### src/hw/ecmc_defs.vh
`ifndef ECMC_DEFS_VH
`define ECMC_DEFS_VH
// Register indices, byte address is four times the index
`define ECMC_IDX_MAIN0    12'h400
`define ECMC_IDX_MAIN1    12'h401
`define ECMC_IDX_IRQ_STAT 12'h420
`define ECMC_IDX_IRQ_MASK 12'h421
`define ECMC_IDX_STATUS   12'h422
// Main control field positions
`define ECMC_BIT_PWR   0
`define ECMC_BIT_LAW   1
`define ECMC_BIT_FMT   2
`define ECMC_BIT_TA    3
`define ECMC_BIT_TB    4
`define ECMC_BIT_GMASK 5
`define ECMC_BIT_OE    6
// Reset values and writable bits
`define ECMC_MAIN_RST     8'h00
`define ECMC_MAIN0_WMASK  8'h7f
`define ECMC_MAIN1_WMASK  8'h1f
`define ECMC_IRQ_MASK_RST 6'h00
`define ECMC_IRQ_W        6
`define ECMC_IRQ_INIT0    4
// Initialization length in frames
`define ECMC_INIT_FRAMES  2'd2
// Bus responses
`define ECMC_RESP_OKAY    2'b00
`define ECMC_RESP_SLVERR  2'b10
`endif

### src/hw/ecmc_group.v
`timescale 1ns/10ps
`include "ecmc_defs.vh"
module ecmc_group #(
  parameter W = 8
) (
  input  wire         clk_i,       // Clock
  input  wire         rst_i,       // Sync reset
  input  wire         frame_i,     // Frame tick
  input  wire         pwr_i,       // Group power-on
  input  wire [W-1:0] rin_i,       // Receive in
  input  wire [W-1:0] sin_i,       // Send in
  input  wire [W-1:0] ec_rout_i,   // Canceller receive out
  input  wire [W-1:0] ec_sout_i,   // Canceller send out
  output reg  [W-1:0] rout_o,      // Receive out
  output reg  [W-1:0] sout_o,      // Send out
  output reg          init_o,      // Init running
  output reg          done_o       // Init done pulse
);
  reg [W-1:0] r1_ff, r2_ff, s1_ff, s2_ff;
  reg         pwr_d_ff;
  reg [1:0]   cnt_ff;

  // Two frame bypass line and output select
  always @(posedge clk_i) begin
    if (rst_i) begin
      r1_ff  <= {W{1'b0}};
      r2_ff  <= {W{1'b0}};
      s1_ff  <= {W{1'b0}};
      s2_ff  <= {W{1'b0}};
      rout_o <= {W{1'b0}};
      sout_o <= {W{1'b0}};
    end else begin
      if (frame_i) begin
        r1_ff <= rin_i;
        r2_ff <= r1_ff;
        s1_ff <= sin_i;
        s2_ff <= s1_ff;
      end
      if (pwr_i) begin
        rout_o <= ec_rout_i;
        sout_o <= ec_sout_i;
      end else if (frame_i) begin
        rout_o <= r2_ff;
        sout_o <= s2_ff;
      end
    end
  end

  // Init run on power-on rising edge, lasts two frames
  always @(posedge clk_i) begin
    if (rst_i) begin
      pwr_d_ff <= 1'b0;
      cnt_ff   <= 2'd0;
      init_o   <= 1'b0;
      done_o   <= 1'b0;
    end else begin
      pwr_d_ff <= pwr_i;
      done_o   <= 1'b0;
      if (!pwr_i) begin
        cnt_ff <= 2'd0;
        init_o <= 1'b0;
      end else if (!pwr_d_ff) begin
        cnt_ff <= `ECMC_INIT_FRAMES;
        init_o <= 1'b1;
      end else if (frame_i && cnt_ff != 2'd0) begin
        cnt_ff <= cnt_ff - 2'd1;
        if (cnt_ff == 2'd1) begin
          init_o <= 1'b0;
          done_o <= 1'b1;
        end
      end
    end
  end
endmodule // ecmc_group

### src/hw/ecmc_sync2.v
`timescale 1ns/10ps
module ecmc_sync2 #(
  parameter W = 1
) (
  input  wire         clk_i,  // Clock
  input  wire         rst_i,  // Sync reset
  input  wire [W-1:0] d_i,    // Async level
  output reg  [W-1:0] q_o     // Synchronised level
);
  reg [W-1:0] meta_ff;

  // Two flop synchroniser
  always @(posedge clk_i) begin
    if (rst_i) begin
      meta_ff <= {W{1'b0}};
      q_o     <= {W{1'b0}};
    end else begin
      meta_ff <= d_i;
      q_o     <= meta_ff;
    end
  end
endmodule // ecmc_sync2

### src/hw/ecmc_top.v
// The AXI4-Lite register port and the address map were left to the implementer.
`timescale 1ns/10ps
`include "ecmc_defs.vh"
module ecmc_top #(
  parameter W  = 8,
  parameter AW = 14
) (
  input  wire           ref_clk_i,        // 25 MHz clock
  input  wire           rst_i,            // Sync reset, high
  input  wire [AW-1:0]  s_axi_awaddr_i,   // Write address
  input  wire           s_axi_awvalid_i,  // Write address valid
  output reg            s_axi_awready_o,  // Write address ready
  input  wire [31:0]    s_axi_wdata_i,    // Write data
  input  wire [3:0]     s_axi_wstrb_i,    // Write strobes
  input  wire           s_axi_wvalid_i,   // Write data valid
  output reg            s_axi_wready_o,   // Write data ready
  output reg  [1:0]     s_axi_bresp_o,    // Write response
  output reg            s_axi_bvalid_o,   // Write response valid
  input  wire           s_axi_bready_i,   // Write response ready
  input  wire [AW-1:0]  s_axi_araddr_i,   // Read address
  input  wire           s_axi_arvalid_i,  // Read address valid
  output reg            s_axi_arready_o,  // Read address ready
  output reg  [31:0]    s_axi_rdata_o,    // Read data
  output reg  [1:0]     s_axi_rresp_o,    // Read response
  output reg            s_axi_rvalid_o,   // Read data valid
  input  wire           s_axi_rready_i,   // Read data ready
  input  wire           oe_pin_i,         // Output enable pin
  input  wire           frame_i,          // Frame tick, one cycle
  input  wire [2*W-1:0] rin_i,            // Receive in, per group
  input  wire [2*W-1:0] sin_i,            // Send in, per group
  input  wire [2*W-1:0] ec_rout_i,        // Canceller receive out
  input  wire [2*W-1:0] ec_sout_i,        // Canceller send out
  input  wire [3:0]     tone_evt_i,       // Tone events g0A g0B g1A g1B
  output wire [2*W-1:0] rout_o,           // Receive out, per group
  output wire [2*W-1:0] sout_o,           // Send out, per group
  output reg            rout_oe_n_o,      // Receive out enable, low
  output reg            sout_oe_n_o,      // Send out enable, low
  output reg  [1:0]     ec_active_o,      // Cancellers active
  output wire [1:0]     ec_init_o,        // Init running
  output reg  [1:0]     pcm_g711_o,       // Code select
  output reg  [1:0]     pcm_law_o,        // Law select
  output reg            irq_o             // Interrupt, high
);
  // Control and interrupt registers
  reg [7:0]               main0_ff;
  reg [7:0]               main1_ff;
  reg [`ECMC_IRQ_W-1:0]   irq_stat_ff;
  reg [`ECMC_IRQ_W-1:0]   irq_mask_ff;
  reg [`ECMC_IRQ_W-1:0]   nxt_irq_stat;
  // Write channel holding
  reg                     aw_hold_ff;
  reg                     w_hold_ff;
  reg [11:0]              awidx_ff;
  reg [31:0]              wdata_ff;
  reg [3:0]               wstrb_ff;
  // Decode helpers
  wire                    oe_pin_s;
  wire [1:0]              init_done;
  wire                    aw_hs;
  wire                    w_hs;
  wire                    have_aw;
  wire                    have_w;
  wire                    do_wr;
  wire                    ar_hs;
  wire [11:0]             wr_idx;
  wire [31:0]             wr_data;
  wire [3:0]              wr_strb;
  wire                    wr_lo;
  wire [11:0]             rd_idx;
  reg  [31:0]             rd_val;
  reg                     rd_ok;
  reg                     wr_ok;
  wire [3:0]              tone_ok;
  wire [`ECMC_IRQ_W-1:0]  irq_set;
  wire [1:0]              pwr;

  // External enable pin resynchronised
  ecmc_sync2 #(
    .W (1)
  ) u_oe_sync (
    .clk_i (ref_clk_i),
    .rst_i (rst_i),
    .d_i   (oe_pin_i),
    .q_o   (oe_pin_s)
  );

  assign pwr = {main1_ff[`ECMC_BIT_PWR], main0_ff[`ECMC_BIT_PWR]};

  // One datapath and init sequencer per group
  genvar g;
  generate
    for (g = 0; g < 2; g = g + 1) begin : g_grp
      ecmc_group #(
        .W (W)
      ) u_grp (
        .clk_i     (ref_clk_i),
        .rst_i     (rst_i),
        .frame_i   (frame_i),
        .pwr_i     (pwr[g]),
        .rin_i     (rin_i[g*W +: W]),
        .sin_i     (sin_i[g*W +: W]),
        .ec_rout_i (ec_rout_i[g*W +: W]),
        .ec_sout_i (ec_sout_i[g*W +: W]),
        .rout_o    (rout_o[g*W +: W]),
        .sout_o    (sout_o[g*W +: W]),
        .init_o    (ec_init_o[g]),
        .done_o    (init_done[g])
      );
    end
  endgenerate

  // Write channel handshakes
  assign aw_hs   = s_axi_awvalid_i & s_axi_awready_o;
  assign w_hs    = s_axi_wvalid_i & s_axi_wready_o;
  assign have_aw = aw_hs | aw_hold_ff;
  assign have_w  = w_hs | w_hold_ff;
  assign do_wr   = have_aw & have_w & ~s_axi_bvalid_o;
  assign wr_idx  = aw_hs ? s_axi_awaddr_i[13:2] : awidx_ff;
  assign wr_data = w_hs ? s_axi_wdata_i : wdata_ff;
  assign wr_strb = w_hs ? s_axi_wstrb_i : wstrb_ff;
  assign wr_lo   = do_wr & wr_strb[0];

  // Write address decode
  always @* begin
    case (wr_idx)
      `ECMC_IDX_MAIN0,
      `ECMC_IDX_MAIN1,
      `ECMC_IDX_IRQ_STAT,
      `ECMC_IDX_IRQ_MASK,
      `ECMC_IDX_STATUS:   wr_ok = 1'b1;
      default:            wr_ok = 1'b0;
    endcase
  end

  // Write address and data capture, response
  always @(posedge ref_clk_i) begin
    if (rst_i) begin
      aw_hold_ff      <= 1'b0;
      w_hold_ff       <= 1'b0;
      awidx_ff        <= 12'h000;
      wdata_ff        <= 32'h00000000;
      wstrb_ff        <= 4'h0;
      s_axi_awready_o <= 1'b1;
      s_axi_wready_o  <= 1'b1;
      s_axi_bvalid_o  <= 1'b0;
      s_axi_bresp_o   <= `ECMC_RESP_OKAY;
    end else begin
      if (aw_hs) begin
        aw_hold_ff      <= 1'b1;
        awidx_ff        <= s_axi_awaddr_i[13:2];
        s_axi_awready_o <= 1'b0;
      end
      if (w_hs) begin
        w_hold_ff      <= 1'b1;
        wdata_ff       <= s_axi_wdata_i;
        wstrb_ff       <= s_axi_wstrb_i;
        s_axi_wready_o <= 1'b0;
      end
      if (do_wr) begin
        aw_hold_ff     <= 1'b0;
        w_hold_ff      <= 1'b0;
        s_axi_bvalid_o <= 1'b1;
        s_axi_bresp_o  <= wr_ok ? `ECMC_RESP_OKAY : `ECMC_RESP_SLVERR;
      end
      if (s_axi_bvalid_o && s_axi_bready_i) begin
        s_axi_bvalid_o  <= 1'b0;
        s_axi_awready_o <= 1'b1;
        s_axi_wready_o  <= 1'b1;
      end
    end
  end

  // Main control registers; group one lacks enable and global mask
  always @(posedge ref_clk_i) begin
    if (rst_i) begin
      main0_ff    <= `ECMC_MAIN_RST;
      main1_ff    <= `ECMC_MAIN_RST;
      irq_mask_ff <= `ECMC_IRQ_MASK_RST;
    end else if (wr_lo) begin
      if (wr_idx == `ECMC_IDX_MAIN0) begin
        main0_ff <= wr_data[7:0] & `ECMC_MAIN0_WMASK;
      end
      if (wr_idx == `ECMC_IDX_MAIN1) begin
        main1_ff <= wr_data[7:0] & `ECMC_MAIN1_WMASK;
      end
      if (wr_idx == `ECMC_IDX_IRQ_MASK) begin
        irq_mask_ff <= wr_data[`ECMC_IRQ_W-1:0];
      end
    end
  end

  // Tone event gating by global and per detector masks
  assign tone_ok[0] = ~main0_ff[`ECMC_BIT_GMASK] & ~main0_ff[`ECMC_BIT_TA];
  assign tone_ok[1] = ~main0_ff[`ECMC_BIT_GMASK] & ~main0_ff[`ECMC_BIT_TB];
  assign tone_ok[2] = ~main0_ff[`ECMC_BIT_GMASK] & ~main1_ff[`ECMC_BIT_TA];
  assign tone_ok[3] = ~main0_ff[`ECMC_BIT_GMASK] & ~main1_ff[`ECMC_BIT_TB];
  assign irq_set    = {init_done, tone_evt_i & tone_ok & {pwr[1], pwr[1], pwr[0], pwr[0]}};

  // Sticky status, write one clears, set beats clear
  always @* begin
    nxt_irq_stat = irq_stat_ff;
    if (wr_lo && wr_idx == `ECMC_IDX_IRQ_STAT) begin
      nxt_irq_stat = irq_stat_ff & ~wr_data[`ECMC_IRQ_W-1:0];
    end
    nxt_irq_stat = nxt_irq_stat | irq_set;
  end

  // Status and interrupt line
  always @(posedge ref_clk_i) begin
    if (rst_i) begin
      irq_stat_ff <= {`ECMC_IRQ_W{1'b0}};
      irq_o       <= 1'b0;
    end else begin
      irq_stat_ff <= nxt_irq_stat;
      irq_o       <= |(nxt_irq_stat & irq_mask_ff);
    end
  end

  // Datapath controls to the cancellers and output drivers
  always @(posedge ref_clk_i) begin
    if (rst_i) begin
      rout_oe_n_o <= 1'b1;
      sout_oe_n_o <= 1'b1;
      ec_active_o <= 2'b00;
      pcm_g711_o  <= 2'b00;
      pcm_law_o   <= 2'b00;
    end else begin
      rout_oe_n_o <= ~(main0_ff[`ECMC_BIT_OE] & oe_pin_s);
      sout_oe_n_o <= ~(main0_ff[`ECMC_BIT_OE] & oe_pin_s);
      ec_active_o <= pwr;
      pcm_g711_o  <= {main1_ff[`ECMC_BIT_FMT], main0_ff[`ECMC_BIT_FMT]};
      pcm_law_o   <= {main1_ff[`ECMC_BIT_LAW], main0_ff[`ECMC_BIT_LAW]};
    end
  end

  // Read decode
  assign ar_hs  = s_axi_arvalid_i & s_axi_arready_o;
  assign rd_idx = s_axi_araddr_i[13:2];

  always @* begin
    rd_val = 32'h00000000;
    rd_ok  = 1'b1;
    case (rd_idx)
      `ECMC_IDX_MAIN0:    rd_val[7:0] = main0_ff;
      `ECMC_IDX_MAIN1:    rd_val[7:0] = main1_ff;
      `ECMC_IDX_IRQ_STAT: rd_val[`ECMC_IRQ_W-1:0] = irq_stat_ff;
      `ECMC_IDX_IRQ_MASK: rd_val[`ECMC_IRQ_W-1:0] = irq_mask_ff;
      `ECMC_IDX_STATUS:   rd_val[5:0] = {~rout_oe_n_o, oe_pin_s,
                                         ec_active_o, ec_init_o};
      default:            rd_ok = 1'b0;
    endcase
  end

  // Read channel
  always @(posedge ref_clk_i) begin
    if (rst_i) begin
      s_axi_arready_o <= 1'b1;
      s_axi_rvalid_o  <= 1'b0;
      s_axi_rdata_o   <= 32'h00000000;
      s_axi_rresp_o   <= `ECMC_RESP_OKAY;
    end else if (ar_hs) begin
      s_axi_arready_o <= 1'b0;
      s_axi_rvalid_o  <= 1'b1;
      s_axi_rdata_o   <= rd_val;
      s_axi_rresp_o   <= rd_ok ? `ECMC_RESP_OKAY : `ECMC_RESP_SLVERR;
    end else if (s_axi_rvalid_o && s_axi_rready_i) begin
      s_axi_arready_o <= 1'b1;
      s_axi_rvalid_o  <= 1'b0;
    end
  end
endmodule // ecmc_top

### config.mk
export PLATFORM = sky130hd
export DESIGN_NAME = ecmc_top
export DESIGN_NICKNAME = d
export VERILOG_FILES = /design/src/hw/ecmc_group.v /design/src/hw/ecmc_sync2.v /design/src/hw/ecmc_top.v
export VERILOG_INCLUDE_DIRS = /design/src /design/src/hw
export SDC_FILE = /design/constraint.sdc
export NUM_CORES = 1
export LEC_CHECK = 0
export BUFFER_PORTS_ARGS = -buffer_cell sky130_fd_sc_hd__buf_2
export CAP_MARGIN = 20
export CELL_PAD_IN_SITES_DETAIL_PLACEMENT = 0
export CELL_PAD_IN_SITES_GLOBAL_PLACEMENT = 1
export CORE_AREA = 2 2 192 119
export DETAILED_ROUTE_END_ITERATION = 7
export DIE_AREA = 0 0 194 121
export GPL_TIMING_DRIVEN = 1
export HOLD_SLACK_MARGIN = 0.1
export PLACE_DENSITY_LB_ADDON = 0.1
export SKIP_LAST_GASP = 1
export SYNTH_ARGS = -nofsm -noshare
export SYNTH_HDL_FRONTEND = slang
export SYNTH_HIERARCHICAL = 1
export SYNTH_SLANG_ARGS = --single-unit
### constraint.sdc
create_clock -name ref_clk_i -period 1.8 [get_ports ref_clk_i]
set_clock_uncertainty 0.05 [all_clocks]
set_input_delay 0 -clock ref_clk_i [delete_from_list [all_inputs] [get_ports ref_clk_i]]
set_output_delay 0 -clock ref_clk_i [all_outputs]
set_load 0.05 [all_outputs]
==> summary.md, run 1 <==
| Metric | Value |
|---|---|
| Number of clock sinks | 176 |
| Crit end category | register |
| Most used flip-flop cell after synthesis | dfxtp_1 |
| Crit path kind | register to register |
| Die Area | 23,470 µm² |
| Die span in x | 194 µm |
| CTS tree | done |
| Post-synthesis cell type count | 56 |
| Layout area overhead | 45.59% |
| Global-route wire length before repair | 32,200 µm |
| GP Congestion | about 0.76 |
| FMAX | about 0.5 GHz |
| Synth async-reset ratio | 0% |
| Initial DRC count | 275 |
| Die Span Y | 121 µm |
| Final HPWL DP | 13,620 µm |
| Max Root-Sink Buffers | 2 |
| PortBufs | 165 |
| Total Routing Usage GR | 17.19% |
| Peak per-stage delay on the critical path | approximately 0.51 ns |
| GRT overflow | 0 |
| Synth top area cells | dfxtp_1 47%, mux2i_1 15%, nor2_1 5.5% |
| Yosys top cell area share | 47.18% |
| CTS buffer count | 17 |
| Setup repair after global routing missed its margin | true |
| CORE AREA | 21,650 µm² |
| Worst-Margin Slew | ~0.67 ns |
| Via density | 4.486 |
| TritonRoute pass-1 iters | 6 |
| Final Hold Viols | 0 |
| Vias | 6,334 |
| Layout Nets | 1,258 |
| Worst hold path class | input port to register |
| PnR worst setup slack | -0.2510 ns |
| Tmin final | a little over 2 ns |
| Worst Path Max Fanout | 5 |
| Fraction of layout cells with a size suffix above 1 | a little over a quarter |
| Mean area per synthesized cell | 9.537 µm² |
| Critical Path Start Type | register |
| DRC Markers | 0 |
| Critical path cell sequence | nor4b_4 -> nand4_1 -> a2111o_1 -> o21ai_1 -> a21oi_1 -> a221o_1 |
| Max-slew headroom | 55.22% |
| Post-synth top area cell | dfxtp_1 |
| Count of final setup violators | 13 |
| DRT Wirelength | 20,000 µm |
| Place WS | -0.2980 ns |
| Most numerous cell in the Yosys netlist | dfxtp_1 |
| Status | complete, but fails checks |
| Non-filler cells, final | 1,412 |
| Power Total | 9.447 mW |
| H-tree lvl count | 4 |
| N_diodes | 0 |
| Worst hold slack | 0.1029 ns |
| Final Max Slew Viols | 0 |
| Post-synthesis instance total | 783 |
| Initial antenna violation count | 0 |
| Placed insts | 1,247 |
| Leak | 4.987 nW |
| Largest net degree at the start of global routing | 47 |
| Wirelength per Cell | 14.17 µm |
| Violated checks | setup timing |
| Post-route ant nets | 0 |
| Max Cap Viol | 0 |
| Crit share post-route | 113.9% |
| Post-Syn Area | 7467 µm² |
| Syn. warnings | 6 |
| Vias in the first global route | approximately 6k |
| Post-synth EDFFs | 0 |
| Worst-Skew Late Latency | 0.43 ns |
| Worst vdd ir | 645.4 µV |
| Synth Register Bits | between 150 and 200 |
| Post-synth top cells | 176 x dfxtp_1, 112 x mux2i_1, 109 x nor2_1, 70 x nand2_1, 42 x o21ai_0 |
| Crit-path slowest cell | a2111o_1 |
| Sequential area share after synthesis | 47.18% |
| WP data arrival | between 2 and 2.5 ns |
| Row Count | 42 |
| Initial Utilization | 34.49% |
| Clk root buf | clkbuf_16 |
| CTS clk-pin slew, worst paths | 0.07 ns |
| Worst EP required | between 2 and 2.5 ns |
| Ports | roughly 230 |
| Power Density | 869.0 nW/µm² |
==> layout by cell type (no fill, tap or decap), types with 3 or more instances in the layout <==
cell	count
dfxtp_1	171
buf_2	162
dlygate4sd3_1	128
mux2i_1	111
nor2_1	109
nand2_1	68
buf_4	52
o21ai_0	39
a21oi_1	34
nor2b_1	29
conb_1	27
clkbuf_16	17
nor3_1	14
inv_1	14
and2b_1	14
a211oi_1	10
buf_12	10
mux2_2	9
nand4_1	5
nand3b_1	5
bufinv_16	5
o21ai_1	4
nand3_1	4
a222oi_1	4
ha_1	4
nor3_2	3
a31oi_1	3
mux2_4	3
o21ai_2	3
nand2b_1	3
a21oi_2	3
a22o_1	3
o21a_1	3
dfxtp_2	3
clkinv_2	3
clkbuf_8	3
buf_6	3
==> cell type report <==
type                            instances  area, µm²
Sequential cell                       176       3535
Clock buffer                           22      474.2
Clock inverter                         10      181.4
Multi-Input combinational cell        549       3555
Fill cell                            2094      10780
Timing Repair Buffer                  355       2716
Tap cell                              286      357.8
Inverter                               14      52.55
==> registers in the layout (all words and copies together), names as in the netlist, 4 cells and up <==
name	cells
g_grp.u_grp/rout_o	16
irq_mask_ff	6
g_grp.u_grp/r1_ff	16
awidx_ff	12
g_grp.u_grp/r2_ff	16
irq_stat_ff	6
main1_ff	5
main0_ff	7
g_grp.u_grp/sout_o	16
g_grp.u_grp/s2_ff	16
g_grp.u_grp/cnt_ff	4
g_grp.u_grp/s1_ff	16
wdata_ff	7
s_axi_rdata_o	7
==> stage by stage <==
stage / instance area (µm²) / utilization, % / TNS, ns
final: 10870 / 50.21 / -0.8409
after global placement: 8811 / 40.70 / -0.9255
after floorplan: 7606 / - / -0.2755
after global routing: 10870 / 50.21 / -3.188
after CTS: 10770 / 49.75 / -0.8663
after detailed placement: 8811 / 40.70 / -1.326
==> power by group <==
group          leakage (nW)  total [mW]  internal, mW  switching [mW]
clock                 0.320        4.12          2.57            1.55
combinational          3.23        1.22         0.568           0.652
sequential             1.44        4.10          4.03          0.0755
==> worst max-delay path: cells and delay by family, from the launching register on <==
kind	cells	cell delay, ns
flops	1	0.34
compound gates	4	1.11
simple gates	2	0.46
==> path summary, 6_finish.rpt <==
| kind | from | to | slack (ns) | cells past startpoint |
|---|---|---|---|---|
| worst min-delay path | s_axi_awaddr_i[8] | s_axi_bresp_o[1] | 0.10 | 5 |
| worst max register to register | awidx_ff[6] | irq_o | -0.25 | 6 |
| worst max-delay path | awidx_ff[6] | irq_o | -0.25 | 6 |
| worst min register to register | u_oe_sync/q_o | sout_oe_n_o | 0.38 | 1 |
==> routing by layer <==
metal  up-vias  GRT usage, %  part of all wire, %
met3        14         4.753                  6.0
li1       3281             -                    -
met1      2862         26.34                   55
met5         -             0                    0
met2       177         23.11                   38
met4         0         4.545                 0.93
==> logic make-up after synthesis <==
family / count (synthesis) / synth area share [%]
AOI/OAI and AO/OA: 119 / 9.752
xor gates and xnor gates: 2 / 0.2346
adders and majority gates: 4 / 0.6703
buffers and inverters: 84 / 7.674
DFF: 176 / 47.18
muxes: 124 / 16.97
other: 1 / 0.05022
and+or+nand+nor: 273 / 17.46
==> timing repair <==
| item | 4_1_cts | 5_1_grt |
|---|---|---|
| resized for setup | 11 | 11 |
| pin swaps | 5 | 4 |
| hold endpoints to repair | 132 | 12 |
| hold buffers | 126 | 3 |
| endpoints found under the setup margin | 25 | 34 |
| buffers inserted | 1 | 4 |
Power figures use the tool's default switching activity.
==> inputs of run 2 (changes only) <==
--- a/config.mk
+++ b/config.mk
@@ -10,9 +10,9 @@
 export CAP_MARGIN = 20
 export CELL_PAD_IN_SITES_DETAIL_PLACEMENT = 0
 export CELL_PAD_IN_SITES_GLOBAL_PLACEMENT = 1
-export CORE_AREA = 2 2 192 119
+export CORE_AREA = 2 2 178 128
 export DETAILED_ROUTE_END_ITERATION = 7
-export DIE_AREA = 0 0 194 121
+export DIE_AREA = 0 0 180 130
 export GPL_TIMING_DRIVEN = 1
 export HOLD_SLACK_MARGIN = 0.1
 export PLACE_DENSITY_LB_ADDON = 0.1
==> summary.md, run 2 (synthesis results as in run 1) <==
| Metric | Value |
|---|---|
| GP Congestion | 0.7570 (-0.88%) |
| Count of final setup violators | 10 (-3) |
| Worst vdd ir | 545.6 µV (-15%) |
| Crit end category | register |
| WP data arrival | 2.26 ns (-0.06 ns) |
| Violated checks | hold timing, setup timing |
| Met2 wire length | 7678 µm (+0.16%) |
| Top delay family on crit path | compound AO/OA/AOI/OAI gates |
| Leak | 4.863 nW (-2.5%) |
| Worst hold slack | -0.03891 ns (-0.1418 ns) |
| Hold Crit Start | rst_i |
| Global-route wire length before repair | 30,150 µm (-6.3%) |
| Crit share post-route | 111.4% (-2.5 points) |
| Met3 WL | 974 µm (-18%) |
| Largest net degree at the start of global routing | 39 (-17%) |
| Tmin final | 2.005 ns (-0.04587 ns) |
| Worst Path Max Fanout | 7 (+2) |
| Peak per-stage delay on the critical path | 0.46 ns (-0.05 ns) |
| Final Max Slew Viols | 0 (unchanged) |
| Most common cell after layout, fill and taps aside | dfxtp_1 |
| Max-slew headroom | 62.31% (+7.1 points) |
| CTS buffer count | 17 (unchanged) |
| CTS Hold Bufs | 111 (-12%) |
| CTS clk-pin slew, worst paths | 0.07 ns (about the same) |
| R2r worst-path depth | 6 (unchanged) |
| Worst-Margin Slew | 0.5577 ns (-0.1118 ns) |
| Vias in the first global route | 5,840 (-2.9%) |
| Final HPWL DP | 12,980 µm (-4.7%) |
| Die Area | 23,400 µm² (-0.32%) |
| H-tree lvl count | 4 (unchanged) |
| Post-route ant nets | 0 (unchanged) |
| Final Util | 48.61% (-1.6 points) |
| Worst hold path class | input port to register |
| WHS Endpoint | s_axi_rdata_o[4] |
| N_diodes | 0 (unchanged) |
| CORE AREA | 21,930 µm² (+1.3%) |
| PnR worst setup slack | -0.2051 ns (+0.04587 ns) |
| Setup repair after global routing missed its margin | true |
| Met1 WL | 10,130 µm (-7.6%) |
| Wirelength per Cell | 13.63 µm (-3.8%) |
| Initial antenna violation count | 0 (unchanged) |
| Final Hold Viols | 6 (+6) |
| Commonest cells after routing, fill and taps aside | 172 x dfxtp_1, 163 x buf_2, 112 x mux2i_1 |
| DRT Wirelength | 18,970 µm (-5.2%) |
| R2r setup slk | -0.21 ns (+0.05 ns) |
| Row Count | 46 (+9.5%) |
| Layout area overhead | 42.74% |
| FMAX | 0.4987 GHz (+2.3%) |
| Die span in x | 180 µm (-7.2%) |
| Hold Path Stages | 2 (-3) |
| Critical Path Start Type | register |
| Initial Utilization | 34.05% (-0.44 points) |
| Clk root buf | clkbuf_16 |
| Worst-Skew Late Latency | 0.42 ns (about the same) |
| Max Root-Sink Buffers | 2 (unchanged) |
| Number of clock sinks | 176 (unchanged) |
| GRT overflow | 0 (unchanged) |
| Setup TNS | -1.295 ns (-0.4540 ns) |
| Vias | 6,206 (-2.0%) |
| PortBufs | 165 (unchanged) |
| TritonRoute pass-1 iters | 4 (-2) |
| Worst EP required | 2.06 ns (about the same) |
| Buffers & Inverters on Critical Path | 0 (unchanged) |
| CTS tree | done |
| Power Density | 853.4 nW/µm² (-1.8%) |
| Fraction of layout cells with a size suffix above 1 | 27.45% (+0.80 points) |
| Layout Nets | 1,238 (-1.6%) |
| Critical path cell sequence | a211oi_4 -> a32oi_2 -> a2111o_1 -> o21ai_1 -> a21oi_1 -> a221o_1 |
| Ports | 225 (unchanged) |
| Status | complete, but fails checks |
| Max Cap Viol | 0 (unchanged) |
| Via density | 4.458 (-0.61%) |
| Total Routing Usage GR | 16.09% (-1.1 points) |
| DRC Markers | 0 (unchanged) |
| Power Total | 9.097 mW (-3.7%) |
| Die Span Y | 130 µm (+7.4%) |
| Top Metal Used | met4 |
| Initial DRC count | 306 (+11%) |
| Crit path kind | register to register |
| Crit-path slowest cell | a2111o_1 |
| R2R Path Start | s_axi_awready_o |
| Worst R2R End | irq_o |
## run 2: cell count changes in the layout (fill, tap and decap cells not counted), sizes merged
| cell | before | now |
|---|---|---|
| buf | 227 | 223 |
| inv | 14 | 17 |
| dlygate4sd3 | 128 | 111 |
| clkbuf | 22 | 19 |
| clkinvlp | 1 | 4 |
| clkinv | 4 | 2 |
| bufinv | 5 | 3 |
## run 2: worst max-delay path by stage
stage / start / to / cells after the start
floorplan: s_axi_awready_o / irq_o / 6
global placement: awidx_ff[6] / irq_o / 6
detailed placement: awidx_ff[6] / irq_o / 6
CTS: awidx_ff[6] / irq_o / 6
global route: awidx_ff[6] / irq_o / 6
finish: s_axi_awready_o / irq_o / 6
## run 2: what timing repair did
action                     CTS  global route
gates resized for setup     15            19
cloned                       0             1
setup endpoints to repair   17            28
pin swaps                    4             8
setup buffers                2             8
hold endpoints to repair   131            18
## run 2: layout make-up
class                           instances  area, µm²
Clock buffer                           18      439.2
Clock inverter                         12      160.2
Fill cell                            2145      11270
Inverter                               14      52.55
Multi-Input combinational cell        549       3617
Sequential cell                       176       3533
Tap cell                              288      360.3
Timing Repair Buffer                  335       2496
## run 2: metal layers
layer	up-vias	global-route usage (%)
li1	3256	-
met1	2797	23.79
met2	139	22.83
met3	14	4.186
met4	0	4.735
met5	-	0
## run 2: power by group
part / switching, mW / internal [mW]
sequential: 0.0792 / 4.03
combinational: 0.643 / 0.534
clock: 1.59 / 2.22
## run 2: stage by stage
step	setup slack [ns]	instance area (µm²)	hold slack (ns)	std cells
after floorplan	-0.1271	7606	0.02161	809
after global placement	-0.1955	8716	0.1694	1241
after detailed placement	-0.2505	8716	0.1727	1241
after CTS	-0.2367	10500	-0.05446	1384
after global routing	-0.3330	10660	-0.04058	1392
final	-0.2051	10660	-0.03891	1392
